`config.mk`:
```
export PLATFORM = sky130hd
export DESIGN_NAME = ldc_command_handler
export DESIGN_NICKNAME = d
export VERILOG_FILES = /design/src/verilog/ldc_pkg.sv /design/src/verilog/ldc_opcode_decode.sv /design/src/verilog/ldc_address_filter.sv /design/src/verilog/ldc_command_handler.sv
export VERILOG_INCLUDE_DIRS = /design/src /design/src/verilog
export SDC_FILE = /design/constraint.sdc
export NUM_CORES = 1
export LEC_CHECK = 0
export BUFFER_PORTS_ARGS = -buffer_cell sky130_fd_sc_hd__buf_4
export CAP_MARGIN = 20
export CELL_PAD_IN_SITES_DETAIL_PLACEMENT = 1
export CELL_PAD_IN_SITES_GLOBAL_PLACEMENT = 1
export CORE_ASPECT_RATIO = 0.75
export CORE_MARGIN = 1
export CORE_UTILIZATION = 44
export CTS_CLUSTER_SIZE = 10
export DETAILED_ROUTE_END_ITERATION = 8
export MAX_ROUTING_LAYER = met4
export PLACE_DENSITY_LB_ADDON = 0.1
export SYNTH_ARGS = -nofsm -noshare
export SYNTH_HDL_FRONTEND = slang
export SYNTH_SLANG_ARGS = --single-unit
```
`constraint.sdc`:
```
create_clock -name sys_clk -period 2.9 [get_ports sys_clk]
set_input_delay 0.145 -clock sys_clk [delete_from_list [all_inputs] [get_ports sys_clk]]
set_output_delay 0.145 -clock sys_clk [all_outputs]
set_load 0.1 [all_outputs]
```
`src/verilog/ldc_cfg.svh`:
```
// opcode, field and timing constants of the link device command handler
`ifndef LDC_CFG_SVH
`define LDC_CFG_SVH

`define LDC_OP_LINK_CLEAR 8'h00
`define LDC_OP_PASS_THROUGH 8'h01
`define LDC_OP_LOOP_BACK 8'h02
`define LDC_OP_IDENTIFY 8'h03
`define LDC_OP_REPORT_LAST 8'h33
`define LDC_OP_REPORT_FIRST 8'h30
`define LDC_OP_REPEAT_OFF 8'h3d
`define LDC_OP_REPEAT_SLOW 8'h3e
`define LDC_OP_REPEAT_FAST 8'h3f
`define LDC_OP_REG_ACCESS_ERR 8'hfa
`define LDC_OP_SYS_HARD_RESET 8'hfb
`define LDC_OP_TRANSMIT_ERR 8'hfc
`define LDC_OP_CONFIG_ADDR_ERR 8'hfd
`define LDC_OP_DEV_HARD_RESET 8'hfe
`define LDC_OP_PROHIBITED 8'hff

// upper opcode bits of the ranged groups
`define LDC_GRP_AUTO_CONFIG 5'h01
`define LDC_GRP_POLL 4'h1
`define LDC_GRP_REPOLL 4'h2
`define LDC_GRP_PROMPT 5'h08
`define LDC_GRP_ACK 5'h09

`define LDC_ADDR_UNIVERSAL 3'h0
`define LDC_ADDR_RESET 3'h0
`define LDC_SUB_GENERAL 3'h7

`define LDC_CLK_PERIOD_NS 8
`define LDC_RESP_TIME_US 500

`endif

```
`src/verilog/ldc_pkg.sv`:
```
// types shared by the link device command handler
package ldc_pkg;

    typedef struct packed {
        logic is_cmd;
        logic [2:0] addr;
        logic [7:0] body;
    } ldc_frame_type;

    typedef struct packed {
        logic parity_err;
        logic framing_err;
        ldc_frame_type frame;
    } ldc_rx_type;

    typedef enum logic [3:0] {
        LDC_CL_CLEAR,
        LDC_CL_PASS,
        LDC_CL_LOOP,
        LDC_CL_AUTO_CONFIG,
        LDC_CL_USER,
        LDC_CL_REPEAT_OFF,
        LDC_CL_REPEAT_SLOW,
        LDC_CL_REPEAT_FAST,
        LDC_CL_PROMPT,
        LDC_CL_ACK,
        LDC_CL_ERR_NOTICE,
        LDC_CL_DEV_RESET,
        LDC_CL_PROHIBITED,
        LDC_CL_UNSUPPORTED
    } ldc_class_type;

    typedef enum logic [1:0] {
        LDC_REPEAT_NONE,
        LDC_REPEAT_30,
        LDC_REPEAT_60
    } ldc_repeat_type;

    typedef enum logic {
        LDC_MODE_LOOP_BACK,
        LDC_MODE_PASS_THROUGH
    } ldc_mode_type;

    typedef enum {
        LDC_ST_IDLE,
        LDC_ST_SEND,
        LDC_ST_WAIT_USER
    } ldc_state_type;

endpackage

```
`src/verilog/ldc_opcode_decode.sv`:
```
// sorts a command opcode into the class the handler acts on
`timescale 1ns/10ps
`include "ldc_cfg.svh"

module ldc_opcode_decode
    import ldc_pkg::*;
(
    input wire logic [7:0] opcode,
    output ldc_class_type op_class
);

    function automatic ldc_class_type classify(input logic [7:0] op);
        ldc_class_type c;
        c = LDC_CL_UNSUPPORTED;
        if (op == `LDC_OP_LINK_CLEAR) begin
            c = LDC_CL_CLEAR;
        end else if (op == `LDC_OP_PASS_THROUGH) begin
            c = LDC_CL_PASS;
        end else if (op == `LDC_OP_LOOP_BACK) begin
            c = LDC_CL_LOOP;
        end else if (op[7:3] == `LDC_GRP_AUTO_CONFIG) begin
            c = LDC_CL_AUTO_CONFIG;
        end else if (op >= `LDC_OP_IDENTIFY) begin
            if (op < {`LDC_GRP_AUTO_CONFIG, 3'h0}) begin
                c = LDC_CL_USER;
            end
        end
        if (op[7:4] == `LDC_GRP_POLL || op[7:4] == `LDC_GRP_REPOLL) begin
            c = LDC_CL_USER;
        end
        if (op >= `LDC_OP_REPORT_FIRST && op <= `LDC_OP_REPORT_LAST) begin
            c = LDC_CL_USER;
        end
        case (op)
            `LDC_OP_REPEAT_OFF: c = LDC_CL_REPEAT_OFF;
            `LDC_OP_REPEAT_SLOW: c = LDC_CL_REPEAT_SLOW;
            `LDC_OP_REPEAT_FAST: c = LDC_CL_REPEAT_FAST;
            `LDC_OP_TRANSMIT_ERR: c = LDC_CL_ERR_NOTICE;
            `LDC_OP_CONFIG_ADDR_ERR: c = LDC_CL_ERR_NOTICE;
            `LDC_OP_DEV_HARD_RESET: c = LDC_CL_DEV_RESET;
            `LDC_OP_PROHIBITED: c = LDC_CL_PROHIBITED;
            default: begin
            end
        endcase
        if (op[7:3] == `LDC_GRP_PROMPT) begin
            c = LDC_CL_PROMPT;
        end
        if (op[7:3] == `LDC_GRP_ACK) begin
            c = LDC_CL_ACK;
        end
        return c;
    endfunction

    always_comb begin
        op_class = classify(opcode);
    end

endmodule

```
`src/verilog/ldc_address_filter.sv`:
```
// decides whether a frame is for this device
`timescale 1ns/10ps
`include "ldc_cfg.svh"

module ldc_address_filter (
    input wire logic [2:0] frame_address_field,
    input wire logic [2:0] match_addr,
    output logic accept
);

    always_comb begin
        accept = (frame_address_field == `LDC_ADDR_UNIVERSAL) ||
                 (frame_address_field == match_addr);
    end

endmodule

```
`src/verilog/ldc_command_handler.sv`:
```
// command handling core of a daisy-chained link input device
//
// Function
// - 00h clear, 01h pass-through, 02h loop-back
// - FCh/FDh decode as error notices, FEh as device reset; FAh/FBh as unsupported
// - 40h..47h prompts, 48h..4Fh acknowledges
// - 3Dh repeat off, 3Eh/3Fh repeat on
// - 30h..33h report commands, 34h..3Ch reserved
// - 08h..0Fh auto-configure, 03h..07h consecutive before
// - command returns after addressed device data frames
// - response frame begins within 500 microseconds; a longer user wait only raises response_late
// - address zero universal, one to seven specific
// - commands other than auto-configure and FFh return unchanged, address bits included
// - accept universal or match address frames
// - foreign frames retransmitted, not acted on
// - parity or framing errors always handled
// - unsupported commands retransmitted unchanged
// - host data frames consumed, never retransmitted
// - FFh sets power-up, error frame if new
// - link clear drops power-up, then retransmits
// - loop-back command switches mode, then retransmits
// - auto-configure takes, increments, retransmits address
`timescale 1ns/10ps
`include "ldc_cfg.svh"

module ldc_command_handler
    import ldc_pkg::*;
#(
    parameter int RESP_CYCLES =
        `LDC_RESP_TIME_US * 1000 / `LDC_CLK_PERIOD_NS
) (
    input wire logic sys_clk,
    input wire logic reset_n,
    input wire logic rx_valid,
    input ldc_rx_type rx,
    output logic rx_ready,
    output logic tx_valid,
    output ldc_frame_type tx_frame,
    input wire logic tx_ready,
    output logic user_cmd_valid,
    output logic [7:0] user_cmd_opcode,
    output logic user_rx_valid,
    output logic [7:0] user_rx_data,
    input wire logic user_data_valid,
    input wire logic [7:0] user_data,
    output logic user_data_ready,
    input wire logic user_done,
    output logic prompt_valid,
    output logic ack_valid,
    output logic [2:0] prompt_index,
    output logic [2:0] match_addr,
    output logic power_up,
    output ldc_mode_type link_mode,
    output ldc_repeat_type repeat_mode,
    output logic response_late
);

    ldc_state_type state;
    ldc_state_type next_state;
    ldc_class_type op_class;
    ldc_frame_type held_cmd;
    ldc_frame_type next_frame;
    logic next_send;
    logic accept;
    logic take;
    logic rx_err;
    logic [2:0] op_low;
    logic [2:0] op_low_next;
    logic [31:0] resp_timer;

    ////////////////////////////////////////////////////////////////////////
    ldc_opcode_decode u_decode (
        .opcode(rx.frame.body),
        .op_class(op_class)
    );

    ldc_address_filter u_filter (
        .frame_address_field(rx.frame.addr),
        .match_addr(match_addr),
        .accept(accept)
    );

    assign take = rx_valid && rx_ready;
    assign rx_err = rx.parity_err || rx.framing_err;
    assign op_low = rx.frame.body[2:0];
    assign op_low_next = op_low + 3'h1;

    ////////////////////////////////////////////////////////////////////////
    // next state and the frame to be sent on the link
    always_comb begin
        next_state = state;
        next_send = 1'b0;
        next_frame = rx.frame;
        case (state)
            LDC_ST_IDLE: begin
                if (take) begin
                    if (rx_err) begin
                        next_frame = '{1'b1, match_addr,
                                       `LDC_OP_TRANSMIT_ERR};
                        next_send = !power_up;
                    end else if (!accept) begin
                        next_send = 1'b1;
                    end else if (rx.frame.is_cmd) begin
                        case (op_class)
                            LDC_CL_USER: begin
                                next_state = LDC_ST_WAIT_USER;
                            end
                            LDC_CL_PROHIBITED: begin
                                next_frame = '{1'b1, match_addr,
                                               `LDC_OP_TRANSMIT_ERR};
                                next_send = !power_up;
                            end
                            LDC_CL_AUTO_CONFIG: begin
                                next_send = 1'b1;
                                if (op_low == `LDC_ADDR_RESET) begin
                                    next_frame.body =
                                        `LDC_OP_CONFIG_ADDR_ERR;
                                end else begin
                                    next_frame.body[2:0] = op_low_next;
                                end
                            end
                            default: begin
                                next_send = 1'b1;
                            end
                        endcase
                    end
                end
                if (next_send) begin
                    next_state = LDC_ST_SEND;
                end
            end
            LDC_ST_SEND: begin
                if (tx_valid && tx_ready) begin
                    next_state = LDC_ST_IDLE;
                end
            end
            LDC_ST_WAIT_USER: begin
                if (!tx_valid && user_data_valid) begin
                    next_send = 1'b1;
                    next_frame = '{1'b0, match_addr, user_data};
                end else if (!tx_valid && user_done) begin
                    // data first, then the command itself
                    next_send = 1'b1;
                    next_frame = held_cmd;
                    next_state = LDC_ST_SEND;
                end
            end
            default: begin
                next_state = LDC_ST_IDLE;
            end
        endcase
    end

    always_ff @(posedge sys_clk or negedge reset_n) begin
        if (!reset_n) begin
            state <= LDC_ST_IDLE;
            rx_ready <= 1'b0;
        end else begin
            state <= next_state;
            rx_ready <= (next_state == LDC_ST_IDLE);
        end
    end

    ////////////////////////////////////////////////////////////////////////
    // link transmit register
    always_ff @(posedge sys_clk or negedge reset_n) begin
        if (!reset_n) begin
            tx_valid <= 1'b0;
            tx_frame <= '0;
        end else if (next_send) begin
            tx_valid <= 1'b1;
            tx_frame <= next_frame;
        end else if (tx_valid && tx_ready) begin
            tx_valid <= 1'b0;
        end
    end

    always_ff @(posedge sys_clk or negedge reset_n) begin
        if (!reset_n) begin
            held_cmd <= '0;
        end else if (take) begin
            held_cmd <= rx.frame;
        end
    end

    ////////////////////////////////////////////////////////////////////////
    // device state kept across commands
    always_ff @(posedge sys_clk or negedge reset_n) begin
        if (!reset_n) begin
            match_addr <= `LDC_ADDR_RESET;
            power_up <= 1'b1;
            link_mode <= LDC_MODE_LOOP_BACK;
            repeat_mode <= LDC_REPEAT_NONE;
        end else if (take && rx_err) begin
            power_up <= 1'b1;
        end else if (take && accept && rx.frame.is_cmd) begin
            case (op_class)
                LDC_CL_CLEAR: power_up <= 1'b0;
                LDC_CL_PASS: link_mode <= LDC_MODE_PASS_THROUGH;
                LDC_CL_LOOP: link_mode <= LDC_MODE_LOOP_BACK;
                LDC_CL_REPEAT_OFF: repeat_mode <= LDC_REPEAT_NONE;
                LDC_CL_REPEAT_SLOW: repeat_mode <= LDC_REPEAT_30;
                LDC_CL_REPEAT_FAST: repeat_mode <= LDC_REPEAT_60;
                LDC_CL_ERR_NOTICE: power_up <= 1'b1;
                LDC_CL_PROHIBITED: power_up <= 1'b1;
                LDC_CL_AUTO_CONFIG: begin
                    if (op_low == `LDC_ADDR_RESET) begin
                        power_up <= 1'b1;
                    end else begin
                        match_addr <= op_low;
                    end
                end
                LDC_CL_DEV_RESET: begin
                    match_addr <= `LDC_ADDR_RESET;
                    power_up <= 1'b1;
                    link_mode <= LDC_MODE_LOOP_BACK;
                    repeat_mode <= LDC_REPEAT_NONE;
                end
                default: begin
                end
            endcase
        end
    end

    ////////////////////////////////////////////////////////////////////////
    // user side notices
    always_ff @(posedge sys_clk or negedge reset_n) begin
        if (!reset_n) begin
            user_cmd_valid <= 1'b0;
            user_cmd_opcode <= 8'h00;
            user_rx_valid <= 1'b0;
            user_rx_data <= 8'h00;
        end else begin
            user_cmd_valid <= take && !rx_err && accept &&
                              rx.frame.is_cmd && op_class == LDC_CL_USER;
            // host data is handed inward only
            user_rx_valid <= take && !rx_err && accept && !rx.frame.is_cmd;
            if (take) begin
                user_cmd_opcode <= rx.frame.body;
                user_rx_data <= rx.frame.body;
            end
        end
    end

    always_ff @(posedge sys_clk or negedge reset_n) begin
        if (!reset_n) begin
            user_data_ready <= 1'b0;
        end else begin
            user_data_ready <= (next_state == LDC_ST_WAIT_USER) &&
                               !next_send && !(tx_valid && !tx_ready);
        end
    end

    always_ff @(posedge sys_clk or negedge reset_n) begin
        if (!reset_n) begin
            prompt_valid <= 1'b0;
            ack_valid <= 1'b0;
            prompt_index <= 3'h0;
        end else begin
            prompt_valid <= take && !rx_err && accept &&
                            rx.frame.is_cmd && op_class == LDC_CL_PROMPT;
            ack_valid <= take && !rx_err && accept &&
                         rx.frame.is_cmd && op_class == LDC_CL_ACK;
            if (take) begin
                // index zero marks the general prompt or acknowledge
                prompt_index <= (op_low == `LDC_SUB_GENERAL) ?
                                3'h0 : op_low_next;
            end
        end
    end

    ////////////////////////////////////////////////////////////////////////
    // watch on the time to the next response frame
    always_ff @(posedge sys_clk or negedge reset_n) begin
        if (!reset_n) begin
            resp_timer <= 32'h0;
            response_late <= 1'b0;
        end else begin
            if (state == LDC_ST_WAIT_USER && !tx_valid && !next_send) begin
                resp_timer <= resp_timer + 32'h1;
            end else begin
                resp_timer <= 32'h0;
            end
            response_late <= (resp_timer == 32'(RESP_CYCLES - 1)) &&
                             state == LDC_ST_WAIT_USER && !next_send;
        end
    end
endmodule

```
==> results.json <==
{
  "cts.reportedPaths.clkPinSlew_ns": 0.08,
  "yosys.cell_types.count": 66,
  "worst_hold_path_type": "in2reg",
  "wirelength_um": 16700,
  "cp_max_fo": 12,
  "via_count": 4649,
  "initial_utilization_pct": 45.8,
  "startpoint_type_of_the_worst_setup_path": "flop",
  "die_h_um": 97.9,
  "synth_seq_area_share_pct": 49.2,
  "synthToLayoutAreaGrowth_pct": 21.9,
  "rsz0062_at_grt": "no",
  "worst_clock_skew_ns": 0.00683,
  "synth_seq_cells": 106,
  "layout.cells.most_common_list": "sky130_fd_sc_hd__dfrtp_1 (105), sky130_fd_sc_hd__buf_4 (101), sky130_fd_sc_hd__nand2_1 (72), sky130_fd_sc_hd__nor2_1 (69), sky130_fd_sc_hd__conb_1 (30)",
  "maximum_vdd_drop_uv": 328,
  "rows": 34,
  "ios": 74,
  "slew_headroom_pct": 56.1,
  "synth_async_sr_flop_share_pct": 100,
  "cellPowerDensity_mw_per_mm2": 516,
  "worstPathRequired_ns": 3.13,
  "final_common_cell": "sky130_fd_sc_hd__dfrtp_1",
  "route.detailed.vias_per_inst": 5.57,
  "die_x_um": 130,
  "cts-htree-levels": 3,
  "synthCells": 564,
  "wire_length_per_cell_um": 20.0,
  "tritoncts": "done",
  "grt_pass1_vias": 4862,
  "leak_pwr_nw": 2.94,
  "core_region_area_sq_mm": 0.0118,
  "drive_above_1_share_pct": 20.5,
  "cts_root_buffer": "sky130_fd_sc_hd__clkbuf_16",
  "maxSlewViolCount": 0,
  "clock_tree_buffer_depth": 2,
  "port_buffers": 73,
  "detail_route.drc_violations": 0,
  "max_freq_ghz": 0.376,
  "hold_viol": 0,
  "predominant_post_synthesis_flop_cell": "sky130_fd_sc_hd__dfrtp_1",
  "gp_routability_congestion": 0.868,
  "worst-slew-pin-transition_ns": 0.659,
  "finish.cell_count_without_fillers": 834,
  "cts_buffers": 9,
  "antenna_left": 0,
  "clock-sinks": 106,
  "setup.worst_path.class": "reg2reg",
  "antenna_found_initial": 0,
  "setup.worst_path.end_class": "flop",
  "ys_warn_count": 0,
  "synth_area_per_cell_sq_um": 9.57,
  "synth.cell_area_sq_mm": 0.00540,
  "insertion_delay_ns": 0.35,
  "first_pass_iters": 4,
  "period_needed_ns": 2.66,
  "final.hold.worst_slack_ns": 0.0477,
  "grt-ovfl-total": 0,
  "layout.filler_cells": 1379,
  "synth_enable_flop_cells": 0,
  "report.final.setup_viol": 0,
  "grt_pass1_wl_um": 26600,
  "grt_use_total_pct": 28.6,
  "post-dp-hpwl_um": 12700,
  "timing.max_cap.violations": 0,
  "grt_start_max_net_pins": 85,
  "status": "complete, no violations",
  "placedCellCount": 815,
  "layout_worst_path_cycle_share_pct": 91.7,
  "antennaDiodeCount": 0,
  "drt_first_iter_violations": 221,
  "final_nets": 701,
  "floorplan.die_area_sq_mm": 0.0127,
  "final_core_util_pct": 55.8,
  "timing.critical_path.arrival_ns": 2.89
}
## path summary, 6_finish.rpt
check / from / to / slack [ns] / cells after the start
max reg2reg: match_addr[0] / tx_frame[1] / 0.24 / 9
min reg2reg: prompt_index[1] / prompt_index[1] / 0.48 / 2
min in group asynchronous: reset_n / match_addr[0] / 0.17 / 2
max in group asynchronous: reset_n / response_late / 1.85 / 4
min: rx[11] / user_rx_valid / 0.05 / 2
max: match_addr[0] / tx_frame[1] / 0.24 / 9
## cells by family after synthesis
kind of cell             after synthesis  synth area share, %
AO/OA/AOI/OAI                        112                 15.1
XOR/XNOR                              29                 4.71
adder cells (fa/ha/maj)                6                 1.39
buffers and inverters                 51                 5.31
flip-flops                           106                 49.2
other                                  1               0.0695
AND/OR/NAND/NOR                      259                 24.2
## timing repair
item                       in CTS  in global routing
hold endpoints to repair        0                 15
hold buffers                    0                  1
setup endpoints to repair       0                  7
gates resized for setup         0                  2
setup buffers                   0                  1
## area by class of cell
class | instances | area [sq um] | area share (%)
Sequential cell | 106 | 2650 | 40.3
Clock buffer | 10 | 239 | 3.63
Tap cell | 162 | 203 | 3.08
Timing Repair Buffer | 103 | 796 | 12.1
Clock inverter | 6 | 65.1 | 0.989
Inverter | 11 | 41.3 | 0.628
Multi-Input combinational cell | 436 | 2580 | 39.2
## critical path: stages (launching register included)
cell                        delay (ns)
sky130_fd_sc_hd__dfrtp_1          0.48
sky130_fd_sc_hd__nor4_1           0.32
sky130_fd_sc_hd__o21ai_1          0.13
sky130_fd_sc_hd__a221oi_2         0.34
sky130_fd_sc_hd__nor2_1           0.15
sky130_fd_sc_hd__o2111ai_1        0.41
sky130_fd_sc_hd__o211ai_4         0.24
sky130_fd_sc_hd__buf_4            0.25
sky130_fd_sc_hd__nor2_1           0.14
sky130_fd_sc_hd__a21oi_1          0.07
## flip-flops by register name, summed over array words and instances (netlist names)
signal / cells
held_cmd: 4
user_data_ready: 1
resp_timer: 32
repeat_mode: 2
state: 32
user_rx_data: 8
user_rx_valid: 1
rx_ready: 1
prompt_index: 3
tx_valid: 1
user_cmd_valid: 1
power_up: 1
prompt_valid: 1
tx_frame: 12
match_addr: 3
ack_valid: 1
link_mode: 1
response_late: 1
## per-layer routing
layer	vias to the layer above	part of all wire (%)	track usage [%]
li1	2158	-	-
met3	14	5.2	4.49
met2	121	46	43.6
met4	0	0.87	5.19
met5	-	0	-
met1	2356	48	40.6
## synthesized netlist by cell type (3+ instances only)
master	number	area, sq um
sky130_fd_sc_hd__nand4_1	12	75.1
sky130_fd_sc_hd__xor2_1	16	140
sky130_fd_sc_hd__nand2_1	72	270
sky130_fd_sc_hd__nand2b_1	7	43.8
sky130_fd_sc_hd__buf_2	4	20.0
sky130_fd_sc_hd__buf_4	18	135
sky130_fd_sc_hd__or4_1	3	22.5
sky130_fd_sc_hd__and3_1	7	43.8
sky130_fd_sc_hd__o21ai_1	4	20.0
sky130_fd_sc_hd__o21a_1	7	52.6
sky130_fd_sc_hd__dfrtp_1	105	2630
sky130_fd_sc_hd__a2bb2oi_1	3	26.3
sky130_fd_sc_hd__nor4_1	18	113
sky130_fd_sc_hd__nand3_1	24	120
sky130_fd_sc_hd__a21oi_1	20	100
sky130_fd_sc_hd__nor2_1	69	259
sky130_fd_sc_hd__buf_6	3	33.8
sky130_fd_sc_hd__o221ai_1	3	26.3
sky130_fd_sc_hd__xnor2_1	13	114
sky130_fd_sc_hd__or3_1	3	18.8
sky130_fd_sc_hd__o21ai_0	24	120
sky130_fd_sc_hd__nor3_1	14	70.1
sky130_fd_sc_hd__o211ai_1	7	52.6
sky130_fd_sc_hd__a21o_1	5	37.5
sky130_fd_sc_hd__clkbuf_1	15	56.3
sky130_fd_sc_hd__nor3_2	4	40.0
sky130_fd_sc_hd__a221oi_1	3	26.3
sky130_fd_sc_hd__and2_1	5	31.3
sky130_fd_sc_hd__o21bai_1	3	22.5
sky130_fd_sc_hd__inv_1	11	41.3
sky130_fd_sc_hd__a22oi_1	5	37.5
sky130_fd_sc_hd__and4_1	3	26.3
sky130_fd_sc_hd__or2_1	3	18.8
sky130_fd_sc_hd__ha_1	6	75.1
sky130_fd_sc_hd__nand3b_1	4	30.0
## power by group
part,internal (W),total [W],switching (W),leakage [nW]
sequential,0.00153,0.00156,0.0000333,1.37
clock,0.000636,0.00127,0.000631,0.150
combinational,0.000140,0.000573,0.000433,1.43
total,0.00230,0.00340,0.00110,2.94
## through the flow
step | instance area (sq um) | power [W] | setup TNS [ns] | setup WS, ns
2_1_floorplan | 5510 | 0.00199 | 0 | 0.291
3_3_place_gp | 6210 | 0.00214 | 0 | 0.0888
3_5_place_dp | 6210 | 0.00215 | -0.00786 | -0.00786
4_1_cts | 6520 | 0.00342 | 0 | 0.0798
5_1_grt | 6580 | 0.00351 | 0 | 0.0221
6_report | 6580 | 0.00340 | 0 | 0.240
Note: power is estimated with default switching activity, not from simulation.
